File: config.mk
export PLATFORM = sky130hd
export DESIGN_NAME = adc_seq_ctrl
export DESIGN_NICKNAME = d
export VERILOG_FILES = /design/src/verilog/adc_seq_pkg.sv /design/src/verilog/conv_clk_divider.sv /design/src/verilog/adc_seq_ctrl.sv
export SDC_FILE = /design/constraint.sdc
export NUM_CORES = 1
export LEC_CHECK = 0
export BUFFER_PORTS_ARGS = -buffer_cell sky130_fd_sc_hd__buf_2
export CORE_AREA = 2 2 82 123
export CTS_CLUSTER_DIAMETER = 40
export CTS_CLUSTER_SIZE = 25
export DETAILED_ROUTE_END_ITERATION = 10
export DIE_AREA = 0 0 84 125
export GPL_TIMING_DRIVEN = 0
export PLACE_DENSITY = 0.74
export SYNTH_ARGS = -nofsm -noshare
export SYNTH_HDL_FRONTEND = slang
export SYNTH_SLANG_ARGS = --single-unit
File: constraint.sdc
create_clock -name core_clk -period 2.99 [get_ports core_clk]
set_input_delay 0.7475 -clock core_clk [delete_from_list [all_inputs] [get_ports core_clk]]
set_output_delay 0.7475 -clock core_clk [all_outputs]
set_load 0.01 [all_outputs]
File: src/verilog/adc_seq_pkg.sv
// Purpose: Shared constants for the converter sequencer control block
// Assumes: 16-bit registers, one per aligned APB word at byte address 4*index
// Notes: Indices are kept as printed; the byte address is four times the index
package adc_seq_pkg;
   localparam int ADDR_W = 20;
   localparam int DATA_W = 32;
   localparam int REG_W = 16;
   localparam int RES_W = 10;
   localparam int CHAN_W = 3;
   localparam int DIV_W = 4;
   localparam int SMP_W = 3;
   localparam int PRE_W = 15;

   // Register indices
   localparam logic [ADDR_W-3:0] IDX_RESULT = 18'h05380;
   localparam logic [ADDR_W-3:0] IDX_TRIGGER = 18'h05382;
   localparam logic [ADDR_W-3:0] IDX_CONTROL = 18'h05384;
   localparam logic [ADDR_W-3:0] IDX_CLKDIV = 18'h05386;

   // trigger_channel_select fields
   localparam int LAST_CHAN_LSB = 11;
   localparam int FIRST_CHAN_LSB = 8;
   localparam int ALIGN_BIT = 7;
   localparam int MODE_BIT = 6;
   localparam int TRIG_LSB = 4;
   localparam int SMP_LSB = 0;

   // control_status fields
   localparam int CUR_CHAN_LSB = 12;
   localparam int BUSY_BIT = 10;
   localparam int OVW_BIT = 9;
   localparam int DONE_BIT = 8;
   localparam int OVW_IE_BIT = 5;
   localparam int DONE_IE_BIT = 4;
   localparam int RUN_BIT = 1;
   localparam int EN_BIT = 0;

   // Left-aligned result position
   localparam int LEFT_SHIFT = 6;

   // Reset values
   localparam logic [SMP_W-1:0] SMP_RESET = 3'h7;
   localparam logic [DIV_W-1:0] DIV_RESET = 4'h0;
   localparam logic [1:0] TRIG_RESET = 2'h0;

   // Trigger source codes
   localparam logic [1:0] TRIG_SOFTWARE = 2'h0;
   localparam logic [1:0] TRIG_TIMER = 2'h1;
   localparam logic [1:0] TRIG_EXT_PIN = 2'h3;

   // Sampling lasts code plus this many conversion-clock cycles
   localparam logic [SMP_W:0] SMP_EXTRA = 4'h2;
   // Highest usable divider code, the next one is reserved
   localparam logic [DIV_W-1:0] DIV_MAX_CODE = 4'hE;

   typedef enum logic [1:0] {
      ST_IDLE,
      ST_WAIT_TRIG,
      ST_SAMPLE,
      ST_CONVERT
   } seq_state_t;
endpackage : adc_seq_pkg

File: src/verilog/conv_clk_divider.sv
// Purpose: Conversion clock enable, divided from the peripheral clock
// Assumes: One clock; the output is a one-cycle enable pulse
// Notes: Ratio is 2^(code+1); the reserved top code gives no pulse
`timescale 1ns/10ps
module conv_clk_divider
   import adc_seq_pkg::*;
(
   input wire logic core_clk,
   input wire logic rstn,
   input wire logic run,
   input wire logic [adc_seq_pkg::DIV_W-1:0] div_code,
   output logic conv_clk_en
);
   logic [PRE_W-1:0] count;
   logic [PRE_W-1:0] count_inc;
   logic [PRE_W-1:0] mask;

   // Look one count ahead so the registered pulse lands in the last cycle of the first period after entry
   assign count_inc = count + 1'b1;

   ////////////////////////////////////////////////////////////////////////
   // Low code+1 bits all ones marks the end of one conversion clock
   always_comb begin
      mask = '0;
      for (int i = 0; i < PRE_W; i++) begin
         mask[i] = (i <= int'(div_code));
      end
   end

   always_ff @(posedge core_clk or negedge rstn) begin
      if (!rstn) begin
         count <= '0;
         conv_clk_en <= 1'b0;
      end else if (!run) begin
         // Restart the phase so each sweep sees a full first period
         count <= '0;
         conv_clk_en <= 1'b0;
      end else begin
         count <= count_inc;
         conv_clk_en <= (div_code <= DIV_MAX_CODE) && ((count_inc & mask) == mask);
      end
   end
endmodule : conv_clk_divider

File: src/verilog/adc_seq_ctrl.sv
// Purpose: Trigger, channel sweep, result and status logic of the ten-bit converter
// Assumes: APB slave with zero wait states; converter core on core_clk
// Notes: Trigger pin is asynchronous and synchronised before use
//
// Functional notes
// - With alignment select 0 the result sits in bits 9..0 and bits 15..10 read zero.
// - With alignment select 1 the result sits in bits 15..6 and bits 5..0 read zero.
// - Alignment select is read/write bit 7 of trigger_channel_select, reset 0.
// - First channel is bits 10..8 and last channel bits 13..11, each 0..7, reset 0.
// - Bit 6 of trigger_channel_select picks continuous (1) or single (0), reset 0.
// - Trigger select 0 is software, 1 timer channel 1, 2 reserved, 3 external pin; reset 0.
// - Sampling lasts code plus two conversion-clock cycles, code resets to 7.
// - Conversion clock is the core clock divided by 2 at code 0, doubling per code to 1/32768 at 0xE; 0xF reserved.
// - Bits 14..12 of control_status read the channel now being converted, reset 0.
// - Bit 10 of control_status reads 1 while a conversion is in progress.
// - Overwrite flag bit 9 is set on an overwrite and cleared by writing 1.
// - Completion flag bit 8 is set at each completed conversion and cleared by reading the result.
// - Bit 4 enables the completion interrupt and bit 5 the overwrite interrupt, both reset 0.
// - Writing 1 to control bit 1 starts conversion and 0 stops it, reset 0.
//
// The APB register port was left to the implementer.
`timescale 1ns/10ps
module adc_seq_ctrl
   import adc_seq_pkg::*;
(
   input wire logic core_clk,
   input wire logic rstn,
   // APB
   input wire logic psel,
   input wire logic penable,
   input wire logic pwrite,
   input wire logic [adc_seq_pkg::ADDR_W-1:0] paddr,
   input wire logic [adc_seq_pkg::DATA_W-1:0] pwdata,
   output logic [adc_seq_pkg::DATA_W-1:0] prdata,
   output logic pready,
   output logic pslverr,
   // Trigger sources
   input wire logic timer_trig,
   input wire logic ext_trigger_pin_n,
   // Converter core
   output logic converter_enable,
   output logic [adc_seq_pkg::CHAN_W-1:0] core_chan,
   output logic core_sample,
   output logic core_start,
   input wire logic core_done,
   input wire logic [adc_seq_pkg::RES_W-1:0] core_data,
   // Interrupt request
   output logic irq
);
   import adc_seq_pkg::*;

   typedef struct packed {
      logic [CHAN_W-1:0] last_chan_sel;
      logic [CHAN_W-1:0] first_chan_sel;
      logic result_align_sel;
      logic conv_mode_sel;
      logic [1:0] trigger_src_sel;
      logic [SMP_W-1:0] sample_time_sel;
      logic overwrite_err_flag;
      logic conv_done_flag;
      logic overwrite_irq_en;
      logic done_irq_en;
      logic conv_run_ctrl;
      logic converter_enable;
      logic [DIV_W-1:0] conv_clk_div_sel;
      logic [REG_W-1:0] result;
      seq_state_t state;
      logic [CHAN_W-1:0] chan;
      logic [SMP_W:0] smp_cnt;
      logic start_pulse;
      logic pin_meta;
      logic pin_sync;
      logic pin_prev;
      logic [DATA_W-1:0] rdata;
   } state_t;

   state_t cur;
   state_t next;
   logic conv_clk_en;
   logic wr_access;
   logic rd_access;
   logic setup_rd;
   logic trig_seen;
   logic result_read;
   logic sweep_start;
   logic [REG_W-1:0] rd_word;

   ////////////////////////////////////////////////////////////////////////
   // Address decode
   function automatic logic reg_hit(input logic [ADDR_W-1:0] addr, input logic [ADDR_W-3:0] idx);
      reg_hit = (addr[ADDR_W-1:2] == idx) && (addr[1:0] == 2'h0);
   endfunction : reg_hit

   function automatic logic mapped(input logic [ADDR_W-1:0] addr);
      mapped = reg_hit(addr, IDX_RESULT) || reg_hit(addr, IDX_TRIGGER) ||
               reg_hit(addr, IDX_CONTROL) || reg_hit(addr, IDX_CLKDIV);
   endfunction : mapped

   function automatic logic [REG_W-1:0] align_result(input logic [RES_W-1:0] data, input logic left);
      align_result = '0;
      if (left) begin
         align_result[REG_W-1:LEFT_SHIFT] = data;
      end else begin
         align_result[RES_W-1:0] = data;
      end
   endfunction : align_result

   ////////////////////////////////////////////////////////////////////////
   // Conversion clock enable
   conv_clk_divider u_div (
      .core_clk(core_clk),
      .rstn(rstn),
      .run(cur.state == ST_SAMPLE),
      .div_code(cur.conv_clk_div_sel),
      .conv_clk_en(conv_clk_en)
   );

   ////////////////////////////////////////////////////////////////////////
   // Bus and port wiring
   // Zero wait states: read data is captured in the setup cycle
   assign pready = psel && penable;
   assign pslverr = psel && penable && !mapped(paddr);
   assign wr_access = psel && penable && pwrite && mapped(paddr);
   assign rd_access = psel && penable && !pwrite;
   assign setup_rd = psel && !penable && !pwrite;
   assign result_read = rd_access && reg_hit(paddr, IDX_RESULT);
   assign prdata = cur.rdata;
   assign converter_enable = cur.converter_enable;
   assign core_chan = cur.chan;
   assign core_sample = (cur.state == ST_SAMPLE);
   assign core_start = cur.start_pulse;
   assign irq = (cur.conv_done_flag && cur.done_irq_en) || (cur.overwrite_err_flag && cur.overwrite_irq_en);

   ////////////////////////////////////////////////////////////////////////
   // Read mux
   always_comb begin
      rd_word = '0;
      if (reg_hit(paddr, IDX_RESULT)) begin
         rd_word = cur.result;
      end else if (reg_hit(paddr, IDX_TRIGGER)) begin
         rd_word[LAST_CHAN_LSB +: CHAN_W] = cur.last_chan_sel;
         rd_word[FIRST_CHAN_LSB +: CHAN_W] = cur.first_chan_sel;
         rd_word[ALIGN_BIT] = cur.result_align_sel;
         rd_word[MODE_BIT] = cur.conv_mode_sel;
         rd_word[TRIG_LSB +: 2] = cur.trigger_src_sel;
         rd_word[SMP_LSB +: SMP_W] = cur.sample_time_sel;
      end else if (reg_hit(paddr, IDX_CONTROL)) begin
         rd_word[CUR_CHAN_LSB +: CHAN_W] = cur.chan;
         rd_word[BUSY_BIT] = (cur.state == ST_SAMPLE) || (cur.state == ST_CONVERT);
         rd_word[OVW_BIT] = cur.overwrite_err_flag;
         rd_word[DONE_BIT] = cur.conv_done_flag;
         rd_word[OVW_IE_BIT] = cur.overwrite_irq_en;
         rd_word[DONE_IE_BIT] = cur.done_irq_en;
         rd_word[RUN_BIT] = cur.conv_run_ctrl;
         rd_word[EN_BIT] = cur.converter_enable;
      end else if (reg_hit(paddr, IDX_CLKDIV)) begin
         rd_word[DIV_W-1:0] = cur.conv_clk_div_sel;
      end
   end

   ////////////////////////////////////////////////////////////////////////
   // Trigger decode; reserved code never fires
   always_comb begin
      unique case (cur.trigger_src_sel)
         TRIG_SOFTWARE: trig_seen = 1'b1;
         TRIG_TIMER: trig_seen = timer_trig;
         TRIG_EXT_PIN: trig_seen = cur.pin_prev && !cur.pin_sync;
         default: trig_seen = 1'b0;
      endcase
   end

   assign sweep_start = cur.converter_enable && cur.conv_run_ctrl && trig_seen;

   ////////////////////////////////////////////////////////////////////////
   // Next state
   always_comb begin
      next = cur;
      next.start_pulse = 1'b0;
      next.pin_meta = ext_trigger_pin_n;
      next.pin_sync = cur.pin_meta;
      next.pin_prev = cur.pin_sync;
      if (setup_rd) begin
         next.rdata = {{(DATA_W-REG_W){1'b0}}, rd_word};
      end

      // Register writes
      if (wr_access && reg_hit(paddr, IDX_TRIGGER)) begin
         next.last_chan_sel = pwdata[LAST_CHAN_LSB +: CHAN_W];
         next.first_chan_sel = pwdata[FIRST_CHAN_LSB +: CHAN_W];
         next.result_align_sel = pwdata[ALIGN_BIT];
         next.conv_mode_sel = pwdata[MODE_BIT];
         next.trigger_src_sel = pwdata[TRIG_LSB +: 2];
         next.sample_time_sel = pwdata[SMP_LSB +: SMP_W];
      end
      if (wr_access && reg_hit(paddr, IDX_CONTROL)) begin
         if (pwdata[OVW_BIT]) begin
            next.overwrite_err_flag = 1'b0;
         end
         next.overwrite_irq_en = pwdata[OVW_IE_BIT];
         next.done_irq_en = pwdata[DONE_IE_BIT];
         next.conv_run_ctrl = pwdata[RUN_BIT];
         next.converter_enable = pwdata[EN_BIT];
      end
      if (wr_access && reg_hit(paddr, IDX_CLKDIV)) begin
         next.conv_clk_div_sel = pwdata[DIV_W-1:0];
      end
      if (result_read) begin
         next.conv_done_flag = 1'b0;
      end

      // Sequencer
      // Written values, so sampling never outlives a cleared enable
      if (!next.converter_enable || !next.conv_run_ctrl) begin
         // Stop aborts at once; a conversion in the core is discarded
         next.state = ST_IDLE;
         next.smp_cnt = '0;
      end else begin
         unique case (cur.state)
            ST_IDLE, ST_WAIT_TRIG: begin
               if (sweep_start) begin
                  next.state = ST_SAMPLE;
                  next.chan = cur.first_chan_sel;
                  next.smp_cnt = '0;
               end else begin
                  next.state = ST_WAIT_TRIG;
               end
            end
            ST_SAMPLE: begin
               if (conv_clk_en) begin
                  if (cur.smp_cnt == {1'b0, cur.sample_time_sel} + SMP_EXTRA - 1'b1) begin
                     next.state = ST_CONVERT;
                     next.start_pulse = 1'b1;
                     next.smp_cnt = '0;
                  end else begin
                     next.smp_cnt = cur.smp_cnt + 1'b1;
                  end
               end
            end
            ST_CONVERT: begin
               if (core_done) begin
                  next.result = align_result(core_data, cur.result_align_sel);
                  // Set wins over a same-cycle read clear
                  next.conv_done_flag = 1'b1;
                  if (cur.conv_done_flag && !result_read) begin
                     next.overwrite_err_flag = 1'b1;
                  end
                  if (cur.chan != cur.last_chan_sel) begin
                     next.chan = cur.chan + 1'b1;
                     next.state = ST_SAMPLE;
                  end else if (cur.conv_mode_sel) begin
                     next.chan = cur.first_chan_sel;
                     next.state = (cur.trigger_src_sel == TRIG_SOFTWARE) ? ST_SAMPLE : ST_WAIT_TRIG;
                  end else begin
                     next.state = ST_IDLE;
                     next.conv_run_ctrl = 1'b0;
                  end
               end
            end
         endcase
      end
   end

   ////////////////////////////////////////////////////////////////////////
   // State register
   always_ff @(posedge core_clk or negedge rstn) begin
      if (!rstn) begin
         cur <= '0;
         cur.sample_time_sel <= SMP_RESET;
         cur.trigger_src_sel <= TRIG_RESET;
         cur.conv_clk_div_sel <= DIV_RESET;
         cur.state <= ST_IDLE;
         cur.pin_meta <= 1'b1;
         cur.pin_sync <= 1'b1;
         cur.pin_prev <= 1'b1;
      end else begin
         cur <= next;
      end
   end
endmodule : adc_seq_ctrl

# Word-level counts from Yosys, hierarchy flattened
# Cells that the tools add are included.
dict set report classes {
  n_reduce_logical 45
  n_mux 54
  add_sub_neg 5
  n_eq_ne 19
  order_cmp 15
  bitwise 2
}
# operator n
set ops {}
lappend ops {{== test 18 x 15 -> 1 bit, second input constant} 4}
lappend ops {{2-to-1 mux 2 bit} 16}
lappend ops {{2-to-1 mux 15 bit} 2}
lappend ops {{less-or-equal comparator 4 bit, first input constant} 7}
lappend ops {{logical AND 1 bit} 22}
lappend ops {{2-to-1 mux 1 bit} 17}
lappend ops {{less-or-equal comparator 3 x 4 -> 1 bit, first input constant} 4}
lappend ops {{2-to-1 mux 4 bit} 4}
lappend ops {{adder 15 x 1 -> 15 bit, second input constant} 1}
lappend ops {{AND 15 bit} 1}
lappend ops {{== test 15 bit} 1}
lappend ops {{2-to-1 mux 3 bit} 5}
lappend ops {{2-to-1 mux 5 bit} 3}
lappend ops {{2-to-1 mux 6 bit} 2}
lappend ops {{!= test 3 bit, second input constant} 3}
lappend ops {{AND reduction 3 bit} 3}
lappend ops {{less-or-equal comparator 2 x 4 -> 1 bit, first input constant} 2}
lappend ops {{one-hot mux 4 bit (2 select lines)} 1}
lappend ops {{logical NOT 1 bit} 7}
lappend ops {{2-to-1 mux 7 bit} 1}
lappend ops {{== test 2 bit, second input constant} 3}
lappend ops {{logical NOT 2 bit} 3}
lappend ops {{logical OR 1 bit} 6}
lappend ops {{!= test 3 x 2 -> 1 bit, second input constant} 2}
lappend ops {{18 further kinds} 20}
dict set report totals {
  input_bits 70
  regBits 84
  elab_cells 164
  output_inout_bits 41
}

# Logic depth before layout (Yosys ltp)
dict set report logic_depth {
  word_depth 13
  ltp_mapped 11
}

# Cells and area by module
# From an unflattened synthesis, not the netlist that was laid out.
dict set report hier_totals {
  hier_cells 456
  hier_area_um2 4812.1
}
# mod seq_area_each_um2 area_per_inst_um2 cells_each instances
set by_module_without_submodules {}
lappend by_module_without_submodules {adc_seq_ctrl 1709.1 3812.4 352 1}
lappend by_module_without_submodules {conv_clk_divider 400.4 999.7 104 1}

# Worst setup path after synthesis
# Ideal clock, no wire load.
dict set report synth_path {
  path_type {input to register}
  startpoint {input port paddr[19] (netlist name)}
  endpoint {register cur[55] (netlist name)}
  stages 9
  setup_slack_ns -0.270
  t_arrival_ns 3.183
  path_buffers 3
  cell_sequence {or4b_1 or4_1 or3_1 buf_6 mux2_4 or2_1 buf_6 buf_6 o21ai_1}
}
dict set report synth_between {
  elab_chain_len 12
  word_cells_on_any_way 19
  cone_classes {eq/ne (4); mux (1); bitwise (1); reduce/logical (13)}
}
# element line_no
set synth_lines {}
lappend synth_lines {{start, declared} adc_seq_ctrl.sv:32} ;# input wire logic [adc_seq_pkg::ADDR_W-1:0] paddr,
lappend synth_lines {{== test 18 x 15 -> 1 bit} adc_seq_ctrl.sv:91} ;# reg_hit = (addr[ADDR_W-1:2] == idx) && (addr[1:0] == 2'h0);
lappend synth_lines {{logical AND 1 bit} adc_seq_ctrl.sv:91}
lappend synth_lines {{logical OR 1 bit (2 in series)} adc_seq_ctrl.sv:95} ;# mapped = reg_hit(addr, IDX_RESULT) || reg_hit(addr, IDX_TRIGGER) ||
lappend synth_lines {{logical OR 1 bit} adc_seq_ctrl.sv:96} ;# reg_hit(addr, IDX_CONTROL) || reg_hit(addr, IDX_CLKDIV);
lappend synth_lines {{logical AND 1 bit} adc_seq_ctrl.sv:123} ;# assign wr_access = psel && penable && pwrite && mapped(paddr);
lappend synth_lines {{logical AND 1 bit *} adc_seq_ctrl.sv:195} ;# if (wr_access && reg_hit(paddr, IDX_CONTROL)) begin
lappend synth_lines {{2-to-1 mux 2 bit *} adc_seq_ctrl.sv:195}
lappend synth_lines {{logical NOT 1 bit} adc_seq_ctrl.sv:213} ;# if (!next.converter_enable || !next.conv_run_ctrl) begin
lappend synth_lines {{logical OR 1 bit *} adc_seq_ctrl.sv:213}
lappend synth_lines {{inverter 1 bit (no line) *} n/a}
lappend synth_lines {{AND reduction 3 bit (no line) *} n/a}
lappend synth_lines {{end signal, assigned} adc_seq_ctrl.sv:276} ;# cur <= next;
lappend synth_lines {{end, declared} adc_seq_ctrl.sv:77} ;# state_t cur;
# Mark *: on every way between the ends. The rest lies on a longest branch, timed or not.
# A chain may end at the register's enable or synchronous reset.

# Worst setup path after layout
dict set report layout_path {
  startpoint {input port paddr[18] (netlist name)}
  endpoint {output port pslverr}
}
dict set report layout_between {
  elab_chain_len 7
  word_cells_on_any_way 13
  cone_classes {eq/ne (4); reduce/logical (9)}
}
# element line_no
set layout_lines {}
lappend layout_lines {{== test 18 x 15 -> 1 bit} adc_seq_ctrl.sv:91}
lappend layout_lines {{logical AND 1 bit} adc_seq_ctrl.sv:91}
lappend layout_lines {{logical OR 1 bit (2 in series)} adc_seq_ctrl.sv:95}
lappend layout_lines {{logical OR 1 bit *} adc_seq_ctrl.sv:96}
lappend layout_lines {{logical NOT 1 bit *} adc_seq_ctrl.sv:122} ;# assign pslverr = psel && penable && !mapped(paddr);
lappend layout_lines {{logical AND 1 bit *} adc_seq_ctrl.sv:122}
lappend layout_lines {{end, declared} adc_seq_ctrl.sv:36} ;# output logic pslverr,
# Marks and branches as above.

==> impl_metrics.toml <==
[logic_synthesis]
ys_types = 54
netlist_top_cells_area = "dfrtp_1 42%, buf_4 5.7%, mux2_2 5.1%"
synth_edf_count = 0
syn-cell-area_um2 = 4610
ys_ff_latch = 84
synthFlopType = "dfrtp_1"
synth_top_area_frac = 0.424
synth.largest_area_cell = "dfrtp_1"
ys_seq_area_frac = 0.458
synthArstFlopShare = 1.00
syn_inst = 480
yosysWarnings = 0
syn_avg_cell_area_um2 = 9.60

[layout]
layout_common_cells = "78 x dfrtp_1, 70 x buf_2, 49 x nand2_1"
final_util = 0.597
fin_nets = 665
fillers = 833
fin_area_um2 = 5680
synthToLayoutAreaGrowth_pct = 23.3
final_common_cell = "dfrtp_1"
drive_above_1_share = 0.320
antenna_cells = 0

[timing]
rsz0062_at_grt = "yes"
hold_slack_ps = 343
post-route-min-period_ps = 3020
slew_headroom = 0.507
setup_viol = 10
setup_ws_ps = -26.9
max_freq_ghz = 0.331
fin_skew_ps = 8.83
tns_ps = -113
fin_crit_sh = 1.01
finalHoldViolations = 0
report.final.slew_viol_count = 0
worstMarginPinSlew_ps = 735

[cts]
insertion_delay_ps = 340
cts_inserted_buffers = 9
clkTransAtPathRegs_ps = 60
cts_buffer_depth = 2
htreeDepth = 3
cts_tree = "done"
cts_root_buf = "clkbuf_16"
clkSinkCount = 84
hold_buffers = 0

[worst_hold_path]
holdCritPathClass = "input port to async pin"

[die]
core-area_um2 = 9520
die_area_um2 = 10500
die_x_um = 84
rows = 44
io_pins = 111
initial_core_util = 0.484
die_h_um = 125

[placed_design]
hpwl_um = 8600
place_area_um2 = 5220
dp_slack_ps = -518
gp_congestion = 0.880
port-buffer-count = 75

[global_routing]
grt_pass1_wl_um = 18900
grt_pass1_vias = 3920
grt_usage = 0.225
grt_max_degree = 55
grt-ovfl-total = 0
antenna_found_initial = 0

[setup_path]
path_class = "input port to output port"
crit_arrival_ps = 2270
worstPathRequired_ps = 2240
start_kind = "input port"
cp_max_fo = 5
endpoint_kind = "output port"

[power]
p_leak_nw = 2.67
peakVddDrop_mv = 0.367
pwr_density_cell_nw_per_um2 = 411

[job]
cap_violations = 0

[detailed_routing]
route.met2.wl_um = 6170
ant_nets = 0
totalWireLength_um = 11700
vias = 4002
dr.max_layer_used = "met4"
first_pass_iters = 5
wl_met3_um = 708
drt-met1-wl_um = 4500
drcViolationCount = 0
wl_per_cell_um = 16.5
drt-initial-drc-count = 325
drt-vias-per-instance = 5.63

[outcome]
status = "finished with violations"
violations = "setup timing"
metal layers:
layer	vias to the layer above	GRT usage
li1	1867	-
met1	1939	0.274
met2	172	0.379
met3	24	0.0502
met4	0	0.102
met5	-	0
cell type report:
| type | count | area (um^2) | share of cell area |
|---|---|---|---|
| timing repair buffer | 86 | 505 | 0.0890 |
| inverter | 8 | 30.0 | 0.00529 |
| clock inverter | 5 | 36.3 | 0.00639 |
| tap | 115 | 144 | 0.0253 |
| sequential | 84 | 2110 | 0.371 |
| clock buffer | 11 | 243 | 0.0427 |
| multi-input combinational | 343 | 2220 | 0.390 |
| buffer | 59 | 397 | 0.0698 |
synth_stat cells (10+ instances only):
library cell / count
o21ai_0: 29
nand2b_1: 10
nand3_1: 18
a21oi_1: 16
nand2_1: 49
buf_4: 35
mux2_2: 21
dfrtp_1: 78
mux2i_1: 17
xnor2_1: 14
o21ai_1: 15
clkbuf_1: 20
o31ai_1: 13
nor2_1: 43
logic make-up (layout without fill, tap and decap cells):
kind of cell | count (synthesis) | count (layout) | share of synthesized area
muxes | 41 | 41 | 0.101
and+or+nand+nor | 163 | 163 | 0.171
AOI/OAI and AO/OA | 100 | 100 | 0.133
DFF | 84 | 84 | 0.458
buffers and inverters | 68 | 169 | 0.0888
adders and majority gates | 4 | 4 | 0.0109
other | 1 | 16 | 0.000814
xor gates and xnor gates | 19 | 19 | 0.0361
power by group:
part           switching (mW)  total [mW]  internal, mW
sequential           0.000663        1.14          1.14
combinational          0.0789       0.138        0.0588
clock                   0.469        1.06         0.587
critical path, stage by stage:
cell	delay, ps
buf_6	90
or4b_4	560
nor4_4	220
nand4_1	180
clkbuf_8	210
and2_4	150
buf_6	110
flip-flops by register name, summed over array words and instances, names as in the netlist:
register / flops
cur: 47
prdata: 16
u_div.count: 15
core_chan: 3
converter_enable: 1
core_start: 1
u_div.conv_clk_en: 1
through the flow:
step | total power [mW] | cells
floorplan | 1.21 | 495
global placement | 1.28 | 685
detailed placement | 1.29 | 686
CTS | 2.34 | 704
global route | 2.41 | 711
finish | 2.33 | 711
path summary, 6_finish.rpt:
path | startpoint | slack [ps] | depth (start not counted) | end
max in group asynchronous | rstn | 2040 | 2 | cur[57]
min in group core_clk | cur[34] | 360 | 0 | cur[33]
worst max register to register | u_div.count[6] | 540 | 7 | u_div.conv_clk_en
worst min-delay path | rstn | 340 | 1 | u_div.count[6]
worst max-delay path | paddr[18] | -30 | 7 | pslverr
worst min register to register | cur[34] | 360 | 0 | cur[33]
what timing repair did:
action,CTS,global route
buffers inserted,3,6
cloned,0,1
endpoints found under the setup margin,31,23
resized for setup,9,26
pin swaps,2,2
(Power assumes the default switching activity.)
